[config.mk]
export PLATFORM = sky130hd
export DESIGN_NAME = fspu_status_protect
export DESIGN_NICKNAME = d
export VERILOG_FILES = /design/src/hdl/fspu_pkg.sv /design/src/hdl/fspu_status_protect.sv /design/src/hdl/fspu_region_check.sv
export SDC_FILE = /design/constraint.sdc
export NUM_CORES = 1
export LEC_CHECK = 0
export BUFFER_PORTS_ARGS = -buffer_cell sky130_fd_sc_hd__buf_4
export CORE_MARGIN = 2
export CORE_UTILIZATION = 51
export CTS_CLUSTER_DIAMETER = 100
export CTS_CLUSTER_SIZE = 24
export DETAILED_ROUTE_END_ITERATION = 7
export PLACE_DENSITY_LB_ADDON = 0.15
export SLEW_MARGIN = 10
export SYNTH_ARGS = -nofsm -noshare
export SYNTH_HDL_FRONTEND = slang
export SYNTH_SLANG_ARGS = --single-unit
[constraint.sdc]
create_clock -name i_clock -period 3.9 [get_ports i_clock]
set_input_delay 0.585 -clock i_clock [delete_from_list [all_inputs] [get_ports i_clock]]
set_output_delay 0.585 -clock i_clock [all_outputs]
set_load 0.02 [all_outputs]
[src/hdl/fspu_pkg.sv]
// ==========================================================================
// Shared constants for the flash status and protection unit
package fspu_pkg;

  // ========================================================================
  // Command, operation and state encodings
  typedef enum logic [3:0] {
    FSPU_CMD_LATCH_SET,
    FSPU_CMD_LATCH_CLEAR,
    FSPU_CMD_STATUS_WRITE_12,
    FSPU_CMD_STATUS_WRITE_3,
    FSPU_CMD_PAGE_PROGRAM,
    FSPU_CMD_FOUR_KB_WIPE,
    FSPU_CMD_BLOCK_WIPE,
    FSPU_CMD_WHOLE_ARRAY_WIPE,
    FSPU_CMD_OP_SUSPEND,
    FSPU_CMD_OP_RESUME,
    FSPU_CMD_SOFT_RESET
  } fspu_cmd_t;

  typedef enum logic [1:0] {
    FSPU_OP_STATUS,
    FSPU_OP_PROGRAM,
    FSPU_OP_ERASE
  } fspu_op_t;

  typedef enum logic [1:0] {
    FSPU_ST_IDLE,
    FSPU_ST_BUSY,
    FSPU_ST_SUSPENDED
  } fspu_state_t;

  // ========================================================================
  // Bit positions inside each 8-bit status register
  localparam int SR1_LOCK0     = 7;
  localparam int SR1_BP_HI     = 6;
  localparam int SR1_BP_LO     = 2;
  localparam int SR1_WEL       = 1;
  localparam int SR1_WIP       = 0;
  localparam int SR2_ERASE_SUS = 7;
  localparam int SR2_INVERT    = 6;
  localparam int SR2_LB_HI     = 5;
  localparam int SR2_LB_LO     = 3;
  localparam int SR2_PROG_SUS  = 2;
  localparam int SR2_QE        = 1;
  localparam int SR2_LOCK1     = 0;
  localparam int SR3_RSV_HI    = 4;
  localparam int SR3_RSV_LO    = 2;

  // ========================================================================
  // Write masks and values after power-up
  localparam logic [7:0] SR1_WR_MASK  = 8'hFC;
  localparam logic [7:0] SR2_WR_MASK  = 8'h43;
  localparam logic [7:0] SR2_OTP_MASK = 8'h38;
  localparam logic [7:0] SR3_WR_MASK  = 8'hE3;
  localparam logic [7:0] SR1_RESET    = 8'h00;
  localparam logic [7:0] SR2_RESET    = 8'h00;
  localparam logic [7:0] SR3_RESET    = 8'h20;

  // ========================================================================
  // Protected-region sizing: log2 of each unit size in bytes, and the small-unit step cap
  localparam logic [4:0] SMALL_UNIT_LOG2 = 5'h0C;
  localparam logic [4:0] LARGE_UNIT_LOG2 = 5'h12;
  localparam logic [2:0] SMALL_MAX_STEP  = 3'h3;

endpackage

[src/hdl/fspu_status_protect.sv]
`timescale 1ns/1ps
// ==========================================================================
// Status registers and write protection of a serial NOR flash
// How it works
// - Byte one: lock0, five protect bits, latch and busy flags read-only.
// - Byte two: suspend flags read-only, invert, three lock bits, quad, lock1.
// - Byte three: pin-function select, strength, dummy config; bits 4..2 reserved.
// - Busy flag is one exactly while a program, erase or status write runs.
// - With the latch clear, status writes, programs and erases are refused.
// - Protect bits change only by status write, never under hardware protection.
// - Program and small wipes into the protected range are refused.
// - Whole-array wipe needs low bits 000 uninverted or 111 inverted.
// - Invert set protects the complement of the normal range.
// - Lock bits 00: status writes need only the latch.
// - Lock bits 01: status writes blocked while the protect pin is low and quad is off.
// - Lock bits 10: status writes blocked until power returns them to 00.
// - Lock bits 11: status writes refused until power returns them to 00.
// - Quad enable turns the protect and hold pins into data lines.
// - Security lock bits start clear and, once set, stay set until power-up reset.
// - Latch set by command; cleared by reset, clear, status write, program, erase.
// - Pin low in hardware mode with quad off keeps protect and lock bits unchanged.
// - Without invert, the code selects an upper or lower protected range.
// - Suspend sets the matching suspend flag; resume and resets clear both.
module fspu_status_protect
  import fspu_pkg::*;
#(
  parameter int ADDR_W = 24
)(
  input  wire logic              i_clock,
  input  wire logic              i_srst,
  input  wire logic              i_cmd_valid,
  input  wire logic [3:0]        i_cmd_code,
  input  wire logic [ADDR_W-1:0] i_cmd_addr,
  input  wire logic [15:0]       i_cmd_data,
  input  wire logic              i_write_protect_n,
  input  wire logic              i_op_done,
  output logic [7:0]             o_status_low,
  output logic [7:0]             o_status_mid,
  output logic [7:0]             o_status_high,
  output logic                   o_cmd_accepted,
  output logic                   o_cmd_refused,
  output logic                   o_op_start,
  output logic [1:0]             o_op_kind,
  output logic [ADDR_W-1:0]      o_op_addr,
  output logic                   o_op_suspend,
  output logic                   o_op_resume,
  output logic                   o_op_abort,
  output logic                   o_quad_pins
);

  // ========================================================================
  // Storage
  logic [7:0]        sr1_reg, sr1_next;
  logic [7:0]        sr2_reg, sr2_next;
  logic [7:0]        sr3_reg, sr3_next;
  fspu_state_t       state_reg, state_next;
  fspu_op_t          kind_reg, kind_next;
  logic              accepted_reg, refused_reg, start_reg, suspend_reg;
  logic              resume_reg, abort_reg;
  logic [ADDR_W-1:0] addr_reg;

  // Modifying commands share the latch and busy checks
  function automatic logic is_modify(input fspu_cmd_t c);
    return c inside {FSPU_CMD_STATUS_WRITE_12, FSPU_CMD_STATUS_WRITE_3,
                     FSPU_CMD_PAGE_PROGRAM, FSPU_CMD_FOUR_KB_WIPE,
                     FSPU_CMD_BLOCK_WIPE, FSPU_CMD_WHOLE_ARRAY_WIPE};
  endfunction

  // Status writes are the only ones that load the registers from the command data
  function automatic logic is_status_write(input fspu_cmd_t c);
    return c inside {FSPU_CMD_STATUS_WRITE_12, FSPU_CMD_STATUS_WRITE_3};
  endfunction

  // ========================================================================
  // Decoding of the current command and register fields
  wire fspu_cmd_t  cmd       = fspu_cmd_t'(i_cmd_code);
  wire logic       write_enable_latch       = sr1_reg[SR1_WEL];
  wire logic [1:0] lock      = {sr2_reg[SR2_LOCK1], sr1_reg[SR1_LOCK0]};
  wire logic [4:0] bp        = sr1_reg[SR1_BP_HI:SR1_BP_LO];
  wire logic       invert    = sr2_reg[SR2_INVERT];
  wire logic       idle      = (state_reg == FSPU_ST_IDLE);
  wire logic       busy      = (state_reg == FSPU_ST_BUSY);
  wire logic       suspended = (state_reg == FSPU_ST_SUSPENDED);
  // Pin carries data in quad mode, so it no longer protects
  wire logic       wp_low    = !i_write_protect_n && !sr2_reg[SR2_QE];
  wire logic       hw_locked = (lock == 2'b01) && wp_low;
  // Modes 10 and 11 never allow a write; 00 needs only the latch
  wire logic       sr_write_ok = write_enable_latch && ((lock == 2'b00) ||
                                         ((lock == 2'b01) && !wp_low));
  wire logic       whole_ok  = ((bp[2:0] == 3'h0) && !invert) ||
                               ((bp[2:0] == 3'h7) && invert);
  logic            addr_protected;

  fspu_region_check #(
    .ADDR_W           (ADDR_W)
  ) u_region (
    .i_block_protect  (bp),
    .i_protect_invert (invert),
    .i_addr           (i_cmd_addr),
    .o_protected      (addr_protected)
  );

  // Per-kind permission for commands that change array or registers
  wire logic kind_ok =
    is_status_write(cmd)               ? sr_write_ok :
    (cmd == FSPU_CMD_WHOLE_ARRAY_WIPE) ? whole_ok    : !addr_protected;

  // Acceptance of each class; busy blocks everything but suspend and reset
  wire logic acc_modify  = i_cmd_valid && is_modify(cmd) && idle && write_enable_latch && kind_ok;
  wire logic acc_latch   = i_cmd_valid && !busy &&
                           (cmd inside {FSPU_CMD_LATCH_SET, FSPU_CMD_LATCH_CLEAR});
  wire logic acc_suspend = i_cmd_valid && (cmd == FSPU_CMD_OP_SUSPEND) && busy &&
                           !i_op_done && (kind_reg != FSPU_OP_STATUS);
  wire logic acc_resume  = i_cmd_valid && (cmd == FSPU_CMD_OP_RESUME) && suspended;
  wire logic acc_reset   = i_cmd_valid && (cmd == FSPU_CMD_SOFT_RESET);
  wire logic acc_any     = acc_modify || acc_latch || acc_suspend || acc_resume ||
                           acc_reset;
  wire logic finish      = busy && i_op_done;

  // Merged register images for a status write; security lock bits only ever rise
  wire logic [7:0] sr1_wr = (sr1_reg & ~SR1_WR_MASK) | (i_cmd_data[7:0] & SR1_WR_MASK);
  wire logic [7:0] sr2_wr = (sr2_reg & ~SR2_WR_MASK) | (i_cmd_data[15:8] & SR2_WR_MASK)
                            | (i_cmd_data[15:8] & SR2_OTP_MASK);
  wire logic [7:0] sr3_wr = i_cmd_data[7:0] & SR3_WR_MASK;

  // ========================================================================
  // Next-state logic for registers and sequencing
  always_comb
  begin
    sr1_next   = sr1_reg;
    sr2_next   = sr2_reg;
    sr3_next   = sr3_reg;
    state_next = state_reg;
    kind_next  = kind_reg;
    if (finish)
    begin
      state_next = FSPU_ST_IDLE;
    end
    if (acc_reset)
    begin
      // Soft reset drops volatile bits, keeps the stored ones
      sr1_next[SR1_WEL]      = 1'b0;
      sr2_next[SR2_ERASE_SUS] = 1'b0;
      sr2_next[SR2_PROG_SUS]  = 1'b0;
      state_next             = FSPU_ST_IDLE;
    end
    else if (acc_latch)
    begin
      sr1_next[SR1_WEL] = (cmd == FSPU_CMD_LATCH_SET);
    end
    else if (acc_modify)
    begin
      // Only status writes reach the protect and lock bits
      if (cmd == FSPU_CMD_STATUS_WRITE_12)
      begin
        sr1_next = sr1_wr;
        sr2_next = sr2_wr;
      end
      else if (cmd == FSPU_CMD_STATUS_WRITE_3)
      begin
        sr3_next = sr3_wr;
      end
      sr1_next[SR1_WEL] = 1'b0;
      state_next        = FSPU_ST_BUSY;
      kind_next         = is_status_write(cmd) ? FSPU_OP_STATUS :
                          (cmd == FSPU_CMD_PAGE_PROGRAM) ? FSPU_OP_PROGRAM : FSPU_OP_ERASE;
    end
    else if (acc_suspend)
    begin
      sr2_next[SR2_ERASE_SUS] = (kind_reg == FSPU_OP_ERASE);
      sr2_next[SR2_PROG_SUS]  = (kind_reg == FSPU_OP_PROGRAM);
      state_next              = FSPU_ST_SUSPENDED;
    end
    else if (acc_resume)
    begin
      sr2_next[SR2_ERASE_SUS] = 1'b0;
      sr2_next[SR2_PROG_SUS]  = 1'b0;
      state_next              = FSPU_ST_BUSY;
    end
    // Busy flag mirrors the sequencer, read-only to the host
    sr1_next[SR1_WIP] = (state_next == FSPU_ST_BUSY);
  end

  // ========================================================================
  // Registers; power-up reset restores every bit, lock mode 10 included
  always_ff @(posedge i_clock)
  begin
    if (i_srst)
    begin
      sr1_reg   <= SR1_RESET;
      sr2_reg   <= SR2_RESET;
      sr3_reg   <= SR3_RESET;
      state_reg <= FSPU_ST_IDLE;
      kind_reg  <= FSPU_OP_STATUS;
    end
    else
    begin
      sr1_reg   <= sr1_next;
      sr2_reg   <= sr2_next;
      sr3_reg   <= sr3_next;
      state_reg <= state_next;
      kind_reg  <= kind_next;
    end
  end

  // Answer pulses, one cycle after the command
  always_ff @(posedge i_clock)
  begin
    if (i_srst)
    begin
      accepted_reg <= 1'b0;
      refused_reg  <= 1'b0;
      start_reg    <= 1'b0;
      suspend_reg  <= 1'b0;
      resume_reg   <= 1'b0;
      abort_reg    <= 1'b0;
      addr_reg     <= '0;
    end
    else
    begin
      accepted_reg <= acc_any;
      refused_reg  <= i_cmd_valid && !acc_any;
      start_reg    <= acc_modify;
      suspend_reg  <= acc_suspend;
      resume_reg   <= acc_resume;
      abort_reg    <= acc_reset && !idle && !finish;
      addr_reg     <= acc_modify ? i_cmd_addr : addr_reg;
    end
  end

  // Outputs straight from flops
  assign o_status_low   = sr1_reg;
  assign o_status_mid   = sr2_reg;
  assign o_status_high  = sr3_reg;
  assign o_cmd_accepted = accepted_reg;
  assign o_cmd_refused  = refused_reg;
  assign o_op_start     = start_reg;
  assign o_op_kind      = kind_reg;
  assign o_op_addr      = addr_reg;
  assign o_op_suspend   = suspend_reg;
  assign o_op_resume    = resume_reg;
  assign o_op_abort     = abort_reg;
  assign o_quad_pins    = sr2_reg[SR2_QE];
endmodule // fspu_status_protect

[src/hdl/fspu_region_check.sv]
`timescale 1ns/1ps
// ==========================================================================
// Address-against-protect-code decoder, purely combinational
module fspu_region_check
  import fspu_pkg::*;
#(
  parameter int ADDR_W = 24
)(
  input  wire logic [4:0]        i_block_protect,
  input  wire logic              i_protect_invert,
  input  wire logic [ADDR_W-1:0] i_addr,
  output logic                   o_protected
);

  // Low three bits pick the size, bit 3 the end, bit 4 the unit
  wire logic [2:0]        code     = i_block_protect[2:0];
  wire logic              sel_none = (code == 3'h0);
  wire logic              sel_all  = (code == 3'h7);
  wire logic [2:0]        raw_step = code - 3'h1;
  // Small units stop growing at 32KB
  wire logic [2:0]        step     = (i_block_protect[4] && raw_step > SMALL_MAX_STEP) ?
                                     SMALL_MAX_STEP : raw_step;
  wire logic [4:0]        size_log = (i_block_protect[4] ? SMALL_UNIT_LOG2 : LARGE_UNIT_LOG2)
                                     + {2'h0, step};
  wire logic [ADDR_W-1:0] hi_mask  = {ADDR_W{1'b1}} << size_log;

  // Bottom region: high bits all zero; top region: high bits all one
  wire logic lower_hit = ((i_addr & hi_mask) == '0);
  wire logic upper_hit = ((~i_addr & hi_mask) == '0);
  wire logic hit       = i_block_protect[3] ? lower_hit : upper_hit;
  wire logic plain     = sel_none ? 1'b0 : (sel_all ? 1'b1 : hit);

  // Complement flips the whole map
  assign o_protected = plain ^ i_protect_invert;

endmodule // fspu_region_check

==> run_results.csv <==
group,metric,value,unit
die,chipWidth,83.1,microns
worst_setup_path,rrSetupSlack,0.24,ns
routing,final_antenna_net_count,0,
worst_setup_path,worst-path-buf-inv,3,
worst_setup_path,worst_setup_path_start_kind,"register",
grt,number_of_global_route_vias_before_repair,3295,
cells_and_area,final_cell_mix,"sky130_fd_sc_hd__buf_4, sky130_fd_sc_hd__dfxtp_1, sky130_fd_sc_hd__a21oi_1, sky130_fd_sc_hd__nor2_1, sky130_fd_sc_hd__o31ai_1",
worst_setup_path,crit_type,"reg -> reg",
clocking,h_tree_lvl_count,2,
routing,wl_cell,17.0,microns
logic_synthesis,synth.cell_area,3190,sq um
routing,dr.pass1.iters,5,
die,initial_core_utilization,53.3,%
pwr,p_clk_share,36.9,%
cells_and_area,layout_commonest_cell,"sky130_fd_sc_hd__buf_4",
cells_and_area,n_antenna_cell,0,
cells_and_area,largest_register_ff_count,24,
worst_setup_path,critPathCaptureType,"register",
clocking,clock_tree_from_tritoncts,"built",
logic_synthesis,synth-edff-count,0,
grt,overflow,0,
clocking,cts_inserted_buffers,5,
flow_run,max-cap-violations,0,
die,rows,28,
placed_design,detailed_place.area,4080,sq um
pwr,sequentialPowerShare,53.3,%
worst_hold_path,min_delay_path_depth,2,
pwr,internal_power,804,uW
worst_setup_path,critical_path_cell_with_the_highest_stage_delay,"sky130_fd_sc_hd__dfxtp_1",
logic_synthesis,ys.flop_type,"sky130_fd_sc_hd__dfxtp_1",
pwr,vdd.ir_drop.worst,0.183,mV
routing,via_per_inst,6.13,
sta,maxSlewHeadroom,40.3,%
worst_setup_path,cells_along_the_critical_path,"inv_2 > ha_1 > ha_1 > or2_2 > ha_4 > buf_4 > o21ai_0 > a2111oi_1 > nand4_1 > o41ai_4 > buf_4 > nor4b_4 > nor3_2 > mux2_2",
worst_setup_path,worst-endpoint-required,4.12,ns
logic_synthesis,synthArstFlopShare,0,%
sta,setup_violations,0,
grt,grt_start_max_net_pins,48,
placed_design,hpwlAfterDp,7.27,mm
routing,route.layer.met1.wl,4.17,mm
pwr,net-switching-power,257,uW
placed_design,dpl.cell_count,558,
logic_synthesis,synth_top_cells_by_area,"sky130_fd_sc_hd__dfxtp_1, sky130_fd_sc_hd__a21oi_1, sky130_fd_sc_hd__o31ai_1",
routing,drt_drc_violations_left,0,
clocking,clockBufferDepth,2,
grt,wire_length_of_the_first_global_routing_pass,15.7,mm
cells_and_area,final_core_utilization,70.5,%
logic_synthesis,synthDominantAreaCellType,"sky130_fd_sc_hd__dfxtp_1",
logic_synthesis,synth.avg_cell_area,8.19,sq um
clocking,tritoncts_num_sinks,55,
grt,global_route_total_usage_across_every_layer,27.3,%
worst_setup_path,critical_path_peak_fanout,10,
placed_design,place.gp.congestion,0.916,
die,die_area,6910,sq um
grt,grt_antenna_before_repair,0,
clocking,post_cts_resized,4,
cells_and_area,number_of_non_filler_instances_in_the_completed_layout,566,
worst_hold_path,hold_path.startpoint,"o_op_addr[11]$_SDFFE_PP0P_",
logic_synthesis,warnings_synthesis,0,
cells_and_area,final_nets,544,
logic_synthesis,synth_seq_area_share,34.5,%
worst_setup_path,critical-path-max-stage-delay,0.37,ns
sta,maxClockFrequency,0.273,GHz
sta,rsz0062_at_grt,"false",
pwr,pwr_density_cell,251,nW/um^2
worst_hold_path,worstHoldPathType,"reg -> reg",
logic_synthesis,netlist_instances,390,
sta,hold_viol_final,0,
outcome,outcome,"completed",
clocking,clock_transition_at_the_register_clock_pins_on_the_worst_setup_and_hold_paths_after_cts,0.10,ns
worst_setup_path,critical-path-top-delay-family,"simple AND/OR/NAND/NOR gates",
logic_synthesis,synth.lib_cells_used.distinct,56,
die,core_area,5990,sq um
clocking,clk-insertion-delay-late,0.31,ns
pwr,power_switching_share,24.2,%
worst_hold_path,hold-path-endpoint,"o_op_addr[11]$_SDFFE_PP0P_",
worst_setup_path,ff2ff_path_depth,14,
routing,detail_route.wirelength,9.64,mm
sta,fin_worst_skew,0.00775,ns
clocking,hold_buffers,0,
clocking,post-cts-setup-buffer-count,0,
pwr,power_leakage,0.00173,uW
worst_setup_path,reg2reg_to,"o_op_kind[0]$_SDFFE_PP0P_",
cells_and_area,layout.cell_area.non_filler,4220,sq um
sta,tightest_slew,0.887,ns
clocking,cts.root.buffer_cell,"sky130_fd_sc_hd__clkbuf_8",
cells_and_area,ratio_of_cells_with_drive_above_1_in_the_final_layout,31.4,%
worst_setup_path,critical_path_arrival,3.87,ns
logic_synthesis,yosys_register_bits,55,
pwr,pwr-share-comb,9.8,%
cells_and_area,areaGrowthSynthToFinish,32.2,%
routing,vias,3468,
routing,met2_wirelength,4.57,mm
placed_design,port-buffer-count,100,
logic_synthesis,yosysTopAreaCellShare,34.5,%
routing,wl_met3,708,microns
sta,maxSlewViolCount,0,
sta,final_min_period_over_clock_period,93.8,%
die,pin_count,106,
routing,drt_iter0_markers,259,
sta,min_period,3.66,ns
worst_setup_path,r2r-start,"o_status_low[2]$_SDFFE_PP0P_",
die,floorplan.die.height,83.1,microns
routing,highest_layer,"met4",
==> synthesized netlist by cell type (all sizes together), types with 5 or more instances <==
cell type   n
o311ai     23
nand3       7
inv        13
buf        24
nand2b      7
nor3        8
o31ai      29
a21oi      46
nor4        5
o21ai      15
clkbuf     16
dfxtp      55
ha          5
a31oi       7
nand2      18
mux2i      14
nor2b      11
nor2       37
==> area by class of cell <==
cell class	instances	area, sq um
Inverter	14	53.8
Tap cell	75	93.8
Multi-Input combinational cell	283	1880
Sequential cell	55	1100
Clock buffer	6	72.6
Clock inverter	2	38.8
Timing Repair Buffer	131	983
Fill cell	501	1770
==> logic make-up (layout without fill, tap and decap cells) <==
group           count (synthesis)  after routing  share of synthesized area (%)
other cells                     1              3                          0.117
flops                          55             55                           34.5
fa+ha+maj                       5              5                           1.96
simple gates                  115            115                           18.8
compound gates                145            145                           31.4
buf+inv                        54            153                           8.50
mux                            15             15                           4.74
==> per-layer routing <==
metal / vias up / track usage (%)
li1: 1663 / -
met1: 1627 / 34.2
met2: 159 / 47.4
met3: 19 / 5.37
met4: 0 / 8.05
met5: - / 0
==> worst max path at each step <==
stage / end / cells after the start / startpoint
6_report: o_op_kind[0]$_SDFFE_PP0P_ / 14 / o_status_low[2]$_SDFFE_PP0P_
5_1_grt: o_op_kind[0]$_SDFFE_PP0P_ / 14 / o_status_low[2]$_SDFFE_PP0P_
4_1_cts: o_op_addr[11]$_SDFFE_PP0P_ / 15 / o_status_low[2]$_SDFFE_PP0P_
3_5_place_dp: o_op_addr[11]$_SDFFE_PP0P_ / 14 / o_status_low[2]$_SDFFE_PP0P_
3_3_place_gp: o_op_addr[11]$_SDFFE_PP0P_ / 15 / o_status_low[2]$_SDFFE_PP0P_
2_1_floorplan: o_op_addr[12]$_SDFFE_PP0P_ / 16 / o_status_low[2]$_SDFFE_PP0P_
==> worst min-delay path: stages, from the launching register on <==
cell	delay, ns
sky130_fd_sc_hd__dfxtp_1	0.32
sky130_fd_sc_hd__o31ai_1	0.06
sky130_fd_sc_hd__a21oi_1	0.06
==> power groups by stage <==
stage / clock (uW) / sequential, uW / combinational (uW)
2_1_floorplan: 0 / 581 / 37.0
4_1_cts: 396 / 565 / 102
6_report: 392 / 565 / 104
3_3_place_gp: 0 / 578 / 100
3_5_place_dp: 0 / 578 / 101
5_1_grt: 418 / 566 / 112
==> per-stage QoR <==
step | power [uW] | hold slack [ns] | setup slack [ns] | setup TNS [ns]
final | 1060 | 0.473 | 0.242 | 0
after global routing | 1100 | 0.489 | 0.00329 | 0
after CTS | 1060 | 0.478 | 0.0815 | 0
after detailed placement | 679 | 0.463 | -0.202 | -2.63
after global placement | 679 | 0.451 | -0.146 | -1.12
after floorplan | 618 | 0.448 | 0.161 | 0
Power figures use the tool's default switching activity.
